--- config.mk ---
export PLATFORM = sky130hd
export DESIGN_NAME = rcl_top
export DESIGN_NICKNAME = d
export VERILOG_FILES = /design/src/shared/rcl_pkg.sv /design/src/rtl/rcl_sampler.sv /design/src/rtl/rcl_top.sv
export SDC_FILE = /design/constraint.sdc
export NUM_CORES = 1
export LEC_CHECK = 0
export BUFFER_PORTS_ARGS = -buffer_cell sky130_fd_sc_hd__buf_2
export CAP_MARGIN = 10
export CORE_MARGIN = 2
export CORE_UTILIZATION = 49
export CTS_CLUSTER_DIAMETER = 80
export CTS_CLUSTER_SIZE = 10
export DETAILED_ROUTE_END_ITERATION = 6
export PLACE_DENSITY_LB_ADDON = 0.1
export SYNTH_ARGS = -nofsm -noshare
export SYNTH_HDL_FRONTEND = slang
export SYNTH_HIERARCHICAL = 1
export SYNTH_SLANG_ARGS = --single-unit
--- constraint.sdc ---
create_clock -name i_clk_sys -period 2 [get_ports i_clk_sys]
set_input_delay 0.3 -clock i_clk_sys [delete_from_list [all_inputs] [get_ports i_clk_sys]]
set_output_delay 0.3 -clock i_clk_sys [all_outputs]
set_load 0.02 [all_outputs]
--- src/shared/rcl_pkg.sv ---
// Shared constants and types of the reset pin and configuration latch
package rcl_pkg;

    // Timing: one half-clock unit is half a CPU clock period
    localparam int CLK_PERIOD_NS = 10;
    localparam int HALF_UNIT_NS  = CLK_PERIOD_NS / 2;
    localparam int UNITS_PER_CYC = CLK_PERIOD_NS / HALF_UNIT_NS;
    localparam int SEQ_UNITS     = 1024;
    localparam int LATCH_UNITS   = 8;
    localparam int LATCH_BYP_UNITS = 6;
    localparam int CNT_W         = 10;
    localparam logic [CNT_W-1:0] SEQ_CYC =
        CNT_W'((SEQ_UNITS + UNITS_PER_CYC - 1) / UNITS_PER_CYC);
    localparam logic [CNT_W-1:0] LATCH_CYC =
        CNT_W'((LATCH_UNITS + UNITS_PER_CYC - 1) / UNITS_PER_CYC);
    localparam logic [CNT_W-1:0] LATCH_BYP_CYC =
        CNT_W'((LATCH_BYP_UNITS + UNITS_PER_CYC - 1) / UNITS_PER_CYC);

    // Register offsets
    localparam logic [7:0] OFS_SYSCFG  = 8'h00;
    localparam logic [7:0] OFS_BUSCTL0 = 8'h04;
    localparam logic [7:0] OFS_RSTCFG  = 8'h08;
    localparam logic [7:0] OFS_STATUS  = 8'h0c;

    // system_config_reg fields
    localparam int SYS_BIDIR_BIT   = 3;
    localparam int SYS_POWERDOWN_INTERRUPTIBLE_CFG_BIT  = 5;
    localparam int SYS_WRSIG_BIT   = 7;
    localparam int SYS_BYTE_HIGH_DISABLE_BIT  = 9;
    localparam logic [15:0] SYS_RST = 16'h0000;

    // bus_control_reg0 fields
    localparam int BUS_TYPE_LSB    = 6;
    localparam int BUS_LATCH_BIT   = 9;
    localparam int BUS_ACTIVE_BIT  = 10;
    localparam logic [15:0] BUS_RST = 16'h0000;

    // Config port sampling per reset kind, and bits cleared instead
    localparam logic [15:0] MASK_FULL  = 16'hffff;
    localparam logic [15:0] MASK_SHORT = 16'h1fff;
    localparam logic [15:0] MASK_SOFT  = 16'h1fc0;
    localparam logic [15:0] CLR_SOFT   = 16'h003c;
    localparam logic [15:0] CFG_RST    = 16'h0000;

    typedef enum logic [2:0] {
        RK_POWERON,
        RK_LONG_HW,
        RK_SHORT_HW,
        RK_SOFTWARE,
        RK_WATCHDOG
    } rcl_kind_e;

endpackage

--- src/rtl/rcl_sampler.sv ---
// Configuration port sampler: keeps the bits picked by the reset kind
`timescale 1ns/1ps
module rcl_sampler #(
    parameter int WIDTH = 16
) (
    input  wire logic                  i_clk_sys,
    input  wire logic                  i_rst,
    input  wire logic                  i_strobe,
    input  wire rcl_pkg::rcl_kind_e    i_kind,
    input  wire logic [WIDTH-1:0]      i_config_port,
    output logic      [WIDTH-1:0]      o_latched
);

    function automatic logic [15:0] sample_mask(rcl_pkg::rcl_kind_e k);
        unique case (k)
            rcl_pkg::RK_POWERON,
            rcl_pkg::RK_LONG_HW:  sample_mask = rcl_pkg::MASK_FULL;
            rcl_pkg::RK_SHORT_HW: sample_mask = rcl_pkg::MASK_SHORT;
            default:              sample_mask = rcl_pkg::MASK_SOFT;
        endcase
    endfunction

    wire logic [15:0] mask_bits;
    wire logic [15:0] clr_bits;
    wire logic        soft_kind;

    assign soft_kind = (i_kind == rcl_pkg::RK_SOFTWARE) ||
                       (i_kind == rcl_pkg::RK_WATCHDOG);
    assign mask_bits = sample_mask(i_kind);
    assign clr_bits  = soft_kind ? rcl_pkg::CLR_SOFT : 16'h0000;

    // Unsampled bits hold their old value until a reset samples them, except bits 5:2, which a software or watchdog reset clears
    genvar g;
    generate
        for (g = 0; g < WIDTH; g++) begin : g_bit
            always_ff @(posedge i_clk_sys or posedge i_rst) begin
                if (i_rst) begin
                    o_latched[g] <= rcl_pkg::CFG_RST[g];
                end else if (i_strobe && mask_bits[g]) begin
                    o_latched[g] <= i_config_port[g];
                end else if (i_strobe && clr_bits[g]) begin
                    o_latched[g] <= 1'b0;
                end
            end
        end
    endgenerate
endmodule

--- src/rtl/rcl_top.sv ---
// Reset pin driver, discharge pin control and configuration latch
`timescale 1ns/1ps
module rcl_top (
    input  wire logic        i_clk_sys,
    input  wire logic        i_rst,
    input  wire logic        i_reset_in_pin,
    output logic             o_reset_in_pin_out,
    output logic             o_reset_in_pin_oe,
    input  wire logic        i_discharge_pin_high,
    output logic             o_discharge_pull_down,
    output logic             o_discharge_pull_up,
    output logic             o_reset_out_pin_n,
    input  wire logic        i_sw_reset_req,
    input  wire logic        i_wdt_reset_req,
    input  wire logic        i_end_of_init_instr,
    input  wire logic        i_pll_bypass,
    input  wire logic        i_external_access_pin,
    input  wire logic [15:0] i_config_port,
    input  wire logic [7:0]  i_addr,
    input  wire logic [15:0] i_wdata,
    input  wire logic        i_wr,
    input  wire logic        i_rd,
    output logic      [15:0] o_rdata,
    output logic             o_cpu_reset,
    output logic             o_async_reset,
    output logic      [2:0]  o_clock_option_bits,
    output logic      [1:0]  o_segment_line_select,
    output logic      [1:0]  o_chip_select_count,
    output logic             o_write_pin_config,
    output logic             o_bootloader_select,
    output logic             o_adapt_select,
    output logic             o_emu_mode
);

    typedef enum logic [2:0] {
        S_RUN,
        S_SEQ,
        S_CHECK,
        S_WAITPIN,
        S_LATCH
    } rcl_state_e;

    localparam int CW = rcl_pkg::CNT_W;

    rcl_state_e          state;
    rcl_state_e          next_state;
    rcl_pkg::rcl_kind_e  kind;
    rcl_pkg::rcl_kind_e  next_kind;
    logic [CW-1:0]       cnt;
    logic                drive_en;
    logic                pull_up_en;
    logic                init_done;
    logic                byp_q;
    logic [15:0]         system_config_reg;
    logic [15:0]         bus_control_reg0;
    logic [15:0]         latched;

    wire logic           pin_low;
    wire logic           hw_start;
    wire logic           wdt_start;
    wire logic           sw_start;
    wire logic           seq_start;
    wire logic           seq_last;
    wire logic           latch_strobe;
    wire logic           rpd_drop;
    wire logic [CW-1:0]  latch_len;
    wire logic           wr_sys;
    wire logic           wr_bus;
    wire logic [15:0]    reset_config_latch;
    wire logic [15:0]    bus_read;
    wire logic [15:0]    status_read;
    wire logic [15:0]    rd_mux;

    // Start conditions; the pin wins over internal requests
    assign pin_low   = !i_reset_in_pin;
    assign hw_start  = (state == S_RUN) && pin_low;
    assign wdt_start = (state == S_RUN) && !pin_low && i_wdt_reset_req;
    assign sw_start  = (state == S_RUN) && !pin_low && !i_wdt_reset_req &&
                       i_sw_reset_req;
    assign seq_start = hw_start || wdt_start || sw_start;
    assign seq_last  = (state == S_SEQ) && (cnt == rcl_pkg::SEQ_CYC - 1'b1);
    assign latch_len = byp_q ? rcl_pkg::LATCH_BYP_CYC : rcl_pkg::LATCH_CYC;
    assign latch_strobe = (state == S_LATCH) &&
                          (cnt == latch_len - 1'b1);
    // Capacitor dropping below threshold while the pin is low kills bidir
    assign rpd_drop  = (state == S_SEQ) && !i_discharge_pin_high &&
                       (pin_low || drive_en);

    always_comb begin
        next_state = state;
        next_kind  = kind;
        unique case (state)
            S_RUN: begin
                if (hw_start) begin
                    next_state = S_SEQ;
                    next_kind  = rcl_pkg::RK_SHORT_HW;
                end else if (wdt_start) begin
                    next_state = S_SEQ;
                    next_kind  = rcl_pkg::RK_WATCHDOG;
                end else if (sw_start) begin
                    next_state = S_SEQ;
                    next_kind  = rcl_pkg::RK_SOFTWARE;
                end
            end
            S_SEQ: begin
                if (seq_last) begin
                    next_state = S_CHECK;
                end
            end
            S_CHECK: begin
                // Pin sampled a cycle after release so our own drive is gone
                if (pin_low) begin
                    next_state = S_WAITPIN;
                    if (kind != rcl_pkg::RK_POWERON) begin
                        next_kind = rcl_pkg::RK_LONG_HW;
                    end
                end else begin
                    next_state = S_LATCH;
                end
            end
            S_WAITPIN: begin
                if (!pin_low) begin
                    next_state = S_LATCH;
                end
            end
            S_LATCH: begin
                if (latch_strobe) begin
                    next_state = S_RUN;
                end
            end
        endcase
    end

    always_ff @(posedge i_clk_sys or posedge i_rst) begin
        if (i_rst) begin
            state <= S_SEQ;
            kind  <= rcl_pkg::RK_POWERON;
        end else begin
            state <= next_state;
            kind  <= next_kind;
        end
    end

    always_ff @(posedge i_clk_sys or posedge i_rst) begin
        if (i_rst) begin
            cnt <= '0;
        end else if (state != next_state) begin
            cnt <= '0;
        end else begin
            cnt <= cnt + 1'b1;
        end
    end

    always_ff @(posedge i_clk_sys or posedge i_rst) begin
        if (i_rst) begin
            byp_q <= 1'b0;
        end else if (next_state == S_LATCH && state != S_LATCH) begin
            byp_q <= i_pll_bypass;
        end
    end

    // Pin drive captured from the enable bit before the sequence clears it
    always_ff @(posedge i_clk_sys or posedge i_rst) begin
        if (i_rst) begin
            drive_en <= 1'b0;
        end else if (seq_start) begin
            drive_en <= system_config_reg[rcl_pkg::SYS_BIDIR_BIT];
        end else if (rpd_drop || seq_last) begin
            drive_en <= 1'b0;
        end
    end

    assign o_reset_in_pin_out = 1'b0;
    assign o_reset_in_pin_oe  = drive_en && (state == S_SEQ);

    // Power-on assumes a fully discharged capacitor
    always_ff @(posedge i_clk_sys or posedge i_rst) begin
        if (i_rst) begin
            o_async_reset <= 1'b1;
        end else if (hw_start) begin
            o_async_reset <= !i_discharge_pin_high;
        end else if (wdt_start || sw_start) begin
            o_async_reset <= 1'b0;
        end else if (rpd_drop) begin
            o_async_reset <= 1'b1;
        end else if (state == S_WAITPIN && !pin_low) begin
            o_async_reset <= !i_discharge_pin_high;
        end
    end

    always_ff @(posedge i_clk_sys or posedge i_rst) begin
        if (i_rst) begin
            pull_up_en <= 1'b0;
        end else if (seq_start) begin
            pull_up_en <= 1'b0;
        end else if (latch_strobe) begin
            pull_up_en <= system_config_reg[rcl_pkg::SYS_POWERDOWN_INTERRUPTIBLE_CFG_BIT];
        end
    end

    assign o_discharge_pull_down = pin_low;
    // Pull-up yields to the pull-down so the two never fight
    assign o_discharge_pull_up   = pull_up_en && !pin_low;

    always_ff @(posedge i_clk_sys or posedge i_rst) begin
        if (i_rst) begin
            init_done <= 1'b0;
        end else if (seq_start) begin
            init_done <= 1'b0;
        end else if (state == S_RUN && i_end_of_init_instr) begin
            init_done <= 1'b1;
        end
    end

    assign o_reset_out_pin_n = init_done;
    assign o_cpu_reset       = (state != S_RUN);

    // Register bus
    assign wr_sys = i_wr && (i_addr == rcl_pkg::OFS_SYSCFG) &&
                    (state == S_RUN);
    assign wr_bus = i_wr && (i_addr == rcl_pkg::OFS_BUSCTL0) &&
                    (state == S_RUN);

    // Enable bit only writable before end of initialisation
    always_ff @(posedge i_clk_sys or posedge i_rst) begin
        if (i_rst) begin
            system_config_reg <= rcl_pkg::SYS_RST;
        end else if (seq_start) begin
            system_config_reg[rcl_pkg::SYS_BIDIR_BIT] <= 1'b0;
        end else if (wr_sys) begin
            system_config_reg <= i_wdata;
            if (init_done) begin
                system_config_reg[rcl_pkg::SYS_BIDIR_BIT] <=
                    system_config_reg[rcl_pkg::SYS_BIDIR_BIT];
            end
        end
    end

    always_ff @(posedge i_clk_sys or posedge i_rst) begin
        if (i_rst) begin
            bus_control_reg0 <= rcl_pkg::BUS_RST;
        end else if (latch_strobe) begin
            bus_control_reg0[rcl_pkg::BUS_ACTIVE_BIT] <=
                i_external_access_pin;
            bus_control_reg0[rcl_pkg::BUS_LATCH_BIT]  <=
                i_external_access_pin;
        end else if (wr_bus) begin
            bus_control_reg0 <= i_wdata;
        end
    end

    rcl_sampler #(
        .WIDTH (16)
    ) u_sampler (
        .i_clk_sys     (i_clk_sys),
        .i_rst         (i_rst),
        .i_strobe      (latch_strobe),
        .i_kind        (kind),
        .i_config_port (i_config_port),
        .o_latched     (latched)
    );

    assign reset_config_latch = {8'h00, latched[15:8]};
    // Bus type field is read-only and always shows the sampled bits
    assign bus_read = {bus_control_reg0[15:rcl_pkg::BUS_TYPE_LSB+2],
                       latched[7:6],
                       bus_control_reg0[rcl_pkg::BUS_TYPE_LSB-1:0]};
    assign status_read = {9'h000, init_done, o_async_reset, 2'h0,
                          3'(kind)};
    assign rd_mux =
        (i_addr == rcl_pkg::OFS_SYSCFG)  ? system_config_reg  :
        (i_addr == rcl_pkg::OFS_BUSCTL0) ? bus_read           :
        (i_addr == rcl_pkg::OFS_RSTCFG)  ? reset_config_latch :
        (i_addr == rcl_pkg::OFS_STATUS)  ? status_read        : 16'h0000;

    always_ff @(posedge i_clk_sys or posedge i_rst) begin
        if (i_rst) begin
            o_rdata <= 16'h0000;
        end else begin
            o_rdata <= i_rd ? rd_mux : 16'h0000;
        end
    end

    // Routed configuration, held in the sampler flops
    assign o_clock_option_bits   = latched[15:13];
    assign o_segment_line_select = latched[12:11];
    assign o_chip_select_count   = latched[10:9];
    assign o_write_pin_config    = latched[8];
    assign o_bootloader_select   = latched[4];
    assign o_adapt_select        = latched[1];
    assign o_emu_mode            = latched[0];

    // Own count of sequence cycles; a long delay would choke the tools
    logic [CW-1:0] seq_seen;

    always_ff @(posedge i_clk_sys or posedge i_rst) begin
        if (i_rst) begin
            seq_seen <= '0;
        end else if (state == S_SEQ) begin
            seq_seen <= seq_seen + 1'b1;
        end else begin
            seq_seen <= '0;
        end
    end
endmodule

==> run summary, run 1 <==
PD cells: 639 nW/um^2
share of layout cells above drive strength 1: 40.8%
DIE HEIGHT: 89.9 um
dpl cells: 478
Initial Util: 50.1%
fillcell total: 632
Row Count: 31
ANT nets after route: 0
Static Leak: 2.27 nW
endpoint type of the worst setup path: flip-flop
Clock H-tree levels: 3
Buffers on Ports: 80
CP startpoint kind: flip-flop
achievable clock frequency: 531 MHz
commonest non-fill, non-tap cells in the layout: buf_2 (80), dfrtp_1 (78), mux2_2 (30), nor2_1 (21), nand2_1 (17)
YS warnings: 6
vias post-DR: 2601
grt total ovfl: 0
Mapped Nets: 349
post-route insts no fill: 494
Mapped Area: 3620 sq um
setup_tns: 0 ns
Core Area: 7210 sq um
Gate Count Post-Synth: 297
Bufs on Longest Clock Path: 2
skew final: 0.00958 ns
diode count: 0
Die ar.: 8080 sq um
DP Wirelength: 5.65 mm
GRT Overall Usage: 20.3%
Slew @ Worst Pin: 0.506 ns
first-pass GRT wire length: 13.0 mm
drt pass-1 iters: 5
initial DRC count: 127
status: complete, no violations
CP Max Fanout: 15
largest net degree at the start of global routing: 68
CTS clk-pin slew, worst paths: 0.08 ns
clk_lat worst skew: 0.34 ns
Hold Path Class: input port to flip-flop
Syn Area/Cell: 12.2 sq um
Final setup violation count: 0
total of max-cap violations: 0
Final min period: 1.88 ns
Nets: 443
total power: 2.79 mW
leading cell type in the layout, fill and taps excluded: buf_2
worst path arrival time: 2.11 ns
DIE WIDTH: 89.9 um
Crit Path Class: flip-flop to flip-flop
DR DRC count: 0
maximum VDD drop: 0.444 mV
CTS buffer count: 9
GPL Wtd Cong: 0.790
wire length per cell: 15.8 um
Area growth syn-to-layout: 20.8%
Max-slew headroom: 66.2%
final critical-path share of the clock period: 94.2%
final core occ: 60.5%
Ports: 85
Pins Over Slew Limit: 0
Setup Fix Bufs, Post-CTS: 0
initial antenna violation count: 0
Crit path required time: 2.23 ns
TritonCTS sink count: 80
final wirelength: 7.82 mm
CTS Root Cell: clkbuf_8
vias per cell: 5.27
unrepaired setup endpoints after global routing: no
via count of the first global-routing pass: 2666
CTS tree: done
endpoints failing hold: 0
-- where the power goes --
part           internal (mW)  switching [mW]
registers               1.62         0.00236
logic                 0.0642          0.0907
clock network          0.444           0.571
total                   2.13           0.664
-- routing by layer --
layer / up-vias / wire length, um / GRT usage [%] / share of wire (%)
met5: - / 0 / 0 / 0
met4: 0 / 147 / 7.69 / 1.9
met3: 12 / 344 / 3.60 / 4.4
met2: 67 / 3770 / 32.8 / 48
met1: 1278 / 3560 / 27.6 / 46
li1: 1244 / - / - / -
-- area by class of cell --
| class | instances | area, sq um | area share (%) |
|---|---|---|---|
| Multi-Input combinational cell | 196 | 1510 | 34.5 |
| Clock inverter | 5 | 33.8 | 0.773 |
| Timing Repair Buffer | 94 | 533 | 12.2 |
| Sequential cell | 80 | 2000 | 45.9 |
| Tap cell | 99 | 124 | 2.84 |
| Clock buffer | 10 | 128 | 2.92 |
| Inverter | 10 | 37.5 | 0.859 |
-- worst paths after layout --
| path | from | endpoint | slack [ns] | cells past startpoint |
|---|---|---|---|---|
| max | state[0] | system_config_reg[14] | 0.12 | 4 |
| min | i_config_port[4] | u_sampler/o_latched[4] | 0.18 | 2 |
| max reg2reg | state[0] | system_config_reg[14] | 0.12 | 4 |
| min reg2reg | u_sampler/o_latched[0] | u_sampler/o_latched[0] | 0.50 | 1 |
| max in group asynchronous | i_rst | state[0] | 1.11 | 4 |
| min in group asynchronous | i_rst | u_sampler/o_latched[15] | 0.53 | 3 |
-- critical path, stage by stage (launching register included) --
cell	delay (ns)
dfstp_2	0.40
or4b_4	0.57
nor3_4	0.25
buf_12	0.20
mux2_2	0.34
-- what timing repair did --
action | CTS | global route
hold endpoints to repair | 13 | 0
hold buffers | 1 | 0
endpoints found under the setup margin | 0 | 0
gates resized for setup | 0 | 0
-- stage by stage --
| stage | worst slack (ns) | cell area (sq um) | hold slack [ns] |
|---|---|---|---|
| 3_5_place_dp | 0.112 | 4200 | 0.362 |
| 2_1_floorplan | 0.0158 | 3620 | 0.177 |
| 6_report | 0.116 | 4370 | 0.176 |
| 4_1_cts | 0.0931 | 4370 | 0.172 |
| 3_3_place_gp | 0.146 | 4200 | 0.358 |
| 5_1_grt | 0.0463 | 4370 | 0.175 |
(Power assumes the default switching activity.)
==> inputs of run 2 (changes only) <==
CORE_UTILIZATION = 54   (was 49)
clock period = 1.9 ns   (was 2 ns; I/O delays follow)
==> run summary, run 2 (synthesized netlist as in run 1, its figures left out) <==
Setup Fix Bufs, Post-CTS: 0
worst path arrival time: 1.57 ns
DP Wirelength: 5.69 mm
CP peak stage delay: 0.54 ns
Final setup violation count: 0
Crit Path Class: flip-flop to output pin
Flop pwr share: 54.9%
CTS buffer count: 9
sw power: 721 uW
final core occ: 69.6%
post-route insts no fill: 480
PD cells: 696 nW/um^2
Initial Util: 56.3%
GRT Overall Usage: 23.5%
DIE WIDTH: 85.8 um
Reg2Reg Depth: 4
status: finished, violations left
initial antenna violation count: 0
skew final: 0.0133 ns
r2r setup slk: 0.06 ns
final wirelength: 7.90 mm
achievable clock frequency: 540 MHz
ANT nets after route: 0
Max-slew headroom: 65.4%
unrepaired setup endpoints after global routing: yes
Multi-input gate area: 1540 sq um
GPL Wtd Cong: 0.842
post-route setup slack: 0.0496 ns
total of max-cap violations: 0
sw frac: 23.2%
critical path's top delay family: flip-flops
commonest non-fill, non-tap cells in the layout: buf_2 (79), dfrtp_1 (78), mux2_2 (30), nor2_1 (21)
CP Max Fanout: 6
endpoint type of the worst setup path: output pin
Clk pwr share: 39.7%
wire length per cell: 16.5 um
via count of the first global-routing pass: 2731
maximum VDD drop: 0.709 mV
crit-path cells: buf_6 > nor3b_4 > buf_4 > and2_4 > buf_6
violated checks: DRC
TritonCTS sink count: 80
Gate power share: 5.4%
Core Area: 6420 sq um
drt pass-1 iters: 6
Slew @ Worst Pin: 0.518 ns
grt total ovfl: 0
initial DRC count: 106
FF-to-FF End: system_config_reg[10]
final critical-path share of the clock period: 97.4%
fillcell total: 492
Worst R2R Start: state[1]
first-pass GRT wire length: 13.2 mm
Place WS: 0.0556 ns
Pins Over Slew Limit: 0
Area growth syn-to-layout: 23.6%
Internal: 2.39 mW
worst hold endpoint: system_config_reg[7]
share of layout cells above drive strength 1: 42.7%
CTS Root Cell: clkbuf_8
most used cell, CP: buf_6
vias post-DR: 2641
CTS clk-pin slew, worst paths: 0.08 ns
CTS tree: done
Row Count: 29
leading cell type in the layout, fill and taps excluded: buf_2
Crit path required time: 1.62 ns
Min-Delay Path Depth: 2
Buffers on Ports: 80
dpl cells: 463
Hold Path Class: input port to flip-flop
Ports: 85
register area: 2000 sq um
CP max-delay cell: dfstp_2
vias per cell: 5.50
Final min period: 1.85 ns
DR DRC count: 7
Die ar.: 7370 sq um
DIE HEIGHT: 85.8 um
Nets: 450
CP startpoint kind: flip-flop
endpoints failing hold: 0
total power: 3.11 mW
buffer and inverter count on the worst path: 3
largest net degree at the start of global routing: 48
diode count: 0
clk_lat worst skew: 0.36 ns
Clock H-tree levels: 3
Static Leak: 2.35 nW
Bufs on Longest Clock Path: 2
Min-Delay Startpoint: i_wdata[7]
[run 2: cell count changes in the layout (fill, tap and decap cells not counted), sizes merged]
cell,before,now
clkinv,2,3
bufinv,0,1
clkinvlp,2,1
buf,93,100
[run 2: how the worst max path moves through the flow]
stage                   from                endpoint  slack, ns  cells after the start
floorplan           state[1]  u_sampler/o_latched[0]     -0.003                      8
global placement    state[1]   system_config_reg[14]       0.08                      4
detailed placement  state[1]   system_config_reg[11]       0.06                      4
CTS                 state[0]       o_reset_in_pin_oe      0.004                      5
global route        state[0]       o_reset_in_pin_oe      -0.03                      5
finish              state[0]       o_reset_in_pin_oe       0.05                      5
[run 2: what timing repair did]
action / 4_1_cts / 5_1_grt
hold buffers: 1 / 0
endpoints found under the setup margin: 1 / 8
hold endpoints to repair: 33 / 0
gates resized for setup: 3 / 4
[run 2: cell type report]
class / instances / area share [%]
clock buffers: 10 / 2.86
repair buffers: 101 / 13.3
flip-flops and latches: 80 / 44.8
clock inverters: 6 / 1.48
well taps: 77 / 2.16
multi-input cells: 196 / 34.4
inverters: 10 / 0.924
[run 2: power groups by stage]
stage | logic (mW) | registers [mW] | clock network [mW]
2_1_floorplan | 0.0731 | 1.74 | 0
3_3_place_gp | 0.165 | 1.74 | 0
3_5_place_dp | 0.167 | 1.74 | 0
4_1_cts | 0.170 | 1.71 | 1.27
5_1_grt | 0.188 | 1.71 | 1.33
6_report | 0.168 | 1.71 | 1.23
[run 2: through the flow]
step / hold slack, ns / setup TNS, ns / instance area, sq um
after CTS: 0.142 / 0 / 4450
final: 0.159 / 0 / 4470
after floorplan: 0.162 / -0.00662 / 3650
after detailed placement: 0.353 / 0 / 4240
after global routing: 0.148 / -0.0517 / 4470
after global placement: 0.348 / 0 / 4240
[run 2: metal layers]
layer | track usage, % | routed length, um | vias up
li1 | - | - | 1256
met1 | 31.1 | 3540 | 1294
met2 | 36.9 | 3830 | 77
met3 | 5.39 | 365 | 14
met4 | 11.3 | 174 | 0
met5 | 0 | 0 | -
==> inputs of run 3 (changes only) <==
CELL_PAD_IN_SITES_DETAIL_PLACEMENT = 0   (was not set)
CELL_PAD_IN_SITES_GLOBAL_PLACEMENT = 1   (was not set)
CORE_UTILIZATION = 43   (was 54)
==> run summary, run 3 (synthesized netlist as in run 1, its figures left out) <==
status: complete, no violations
Multi-input gate area: 1530 sq um
Crit Path Class: flip-flop to flip-flop
met3 wire len: 405 um
final wirelength: 8.14 mm
Clock H-tree levels: 3
Crit path required time: 2.14 ns
PD cells: 671 nW/um^2
CTS Root Cell: clkbuf_8
Initial Util: 44.2%
Bufs on Longest Clock Path: 2
skew final: 0.00791 ns
DIE WIDTH: 95.7 um
share of layout cells above drive strength 1: 42.6%
fillcell total: 722
initial DRC count: 58
leading cell type in the layout, fill and taps excluded: buf_2
CP startpoint kind: flip-flop
commonest non-fill, non-tap cells in the layout: buf_2 (79), dfrtp_1 (78), mux2_2 (30), nor2_1 (21)
Final setup violation count: 0
Hold Path Class: input port to flip-flop
worst path arrival time: 2.07 ns
initial antenna violation count: 0
vias per cell: 5.18
via count of the first global-routing pass: 2537
CTS clk-pin slew, worst paths: 0.09 ns
Nets: 451
first-pass GRT wire length: 12.8 mm
r2r setup slk: 0.07 ns
CTS buffer count: 9
Worst R2R Start: state[1]
register area: 2000 sq um
final critical-path share of the clock period: 96.3%
GPL Wtd Cong: 0.794
Final min period: 1.83 ns
endpoint type of the worst setup path: flip-flop
unrepaired setup endpoints after global routing: no
Core Area: 8180 sq um
DIE HEIGHT: 95.7 um
CP Max Fanout: 7
Max Used Layer: met4
wire length per cell: 16.0 um
CTS tree: done
TritonCTS sink count: 80
ANT nets after route: 0
DP Wirelength: 5.82 mm
Place WS: 0.0303 ns
Min-Delay Startpoint: i_wdata[6]
Met1 Wirelength: 3.75 mm
routed wl met2: 3.86 mm
Area growth syn-to-layout: 24.6%
clk_lat worst skew: 0.35 ns
Row Count: 33
Die ar.: 9160 sq um
largest net degree at the start of global routing: 68
achievable clock frequency: 547 MHz
CP Launch Point: state[1]
endpoints failing hold: 0
final core occ: 55.1%
drt pass-1 iters: 4
Static Leak: 2.34 nW
GRT Overall Usage: 18.8%
diode count: 0
Buffers on Ports: 80
Ports: 85
Pins Over Slew Limit: 0
grt total ovfl: 0
vias post-DR: 2635
total of max-cap violations: 0
maximum VDD drop: 0.290 mV
DR DRC count: 0
post-route setup slack: 0.0711 ns
## run 3: metrics by stage
stage               power [mW]  TNS [ns]  instances  hold WS, ns  area [sq um]
global placement          1.91         0        490        0.354          4260
floorplan                 1.81  -0.00662        297        0.162          3650
detailed placement        1.91         0        490        0.351          4260
global route              3.16         0        509        0.142          4510
CTS                       3.07         0        508        0.143          4480
finish                    3.03         0        509        0.161          4510
## run 3: critical path: stages, from the launching register on
cell	delay, ns
dfrtp_1	0.41
or4b_4	0.55
nor3_4	0.24
clkbuf_16	0.22
mux2_4	0.30
## run 3: final timing paths
path	end	cells past startpoint
worst min register to register	u_sampler/o_latched[1]	1
max in group asynchronous	state[0]	4
worst min-delay path	system_config_reg[6]	2
worst max-delay path	system_config_reg[4]	4
min in group asynchronous	u_sampler/o_latched[12]	3
worst max register to register	system_config_reg[4]	4
## run 3: metal layers
layer  vias to the layer above  track usage [%]
li1                       1265                -
met1                      1290             25.4
met2                        68             29.8
met3                        12             3.52
met4                         0             7.50
met5                         -                0
## run 3: area by class of cell
class                   count  area share [%]
flip-flops and latches     80            44.5
clock buffers               9            2.75
multi-input cells         196            33.9
well taps                 105            2.92
repair buffers            102            13.8
clock inverters             7            1.25
inverters                  10           0.916
## run 3: report_power, final
group | total (mW) | internal (mW) | switching, mW | leakage (nW)
clock | 1.15 | 0.488 | 0.665 | 0.0902
sequential | 1.71 | 1.70 | 0.00287 | 1.07
combinational | 0.166 | 0.0699 | 0.0964 | 1.18
total | 3.03 | 2.26 | 0.764 | 2.34
## run 3: timing repair
item | in CTS | in global routing
hold buffers | 1 | 0
pin swaps | 0 | 1
endpoints found under the setup margin | 1 | 5
setup buffers | 1 | 1
resized for setup | 4 | 1
gates cloned | 0 | 1
hold endpoints to repair | 13 | 0
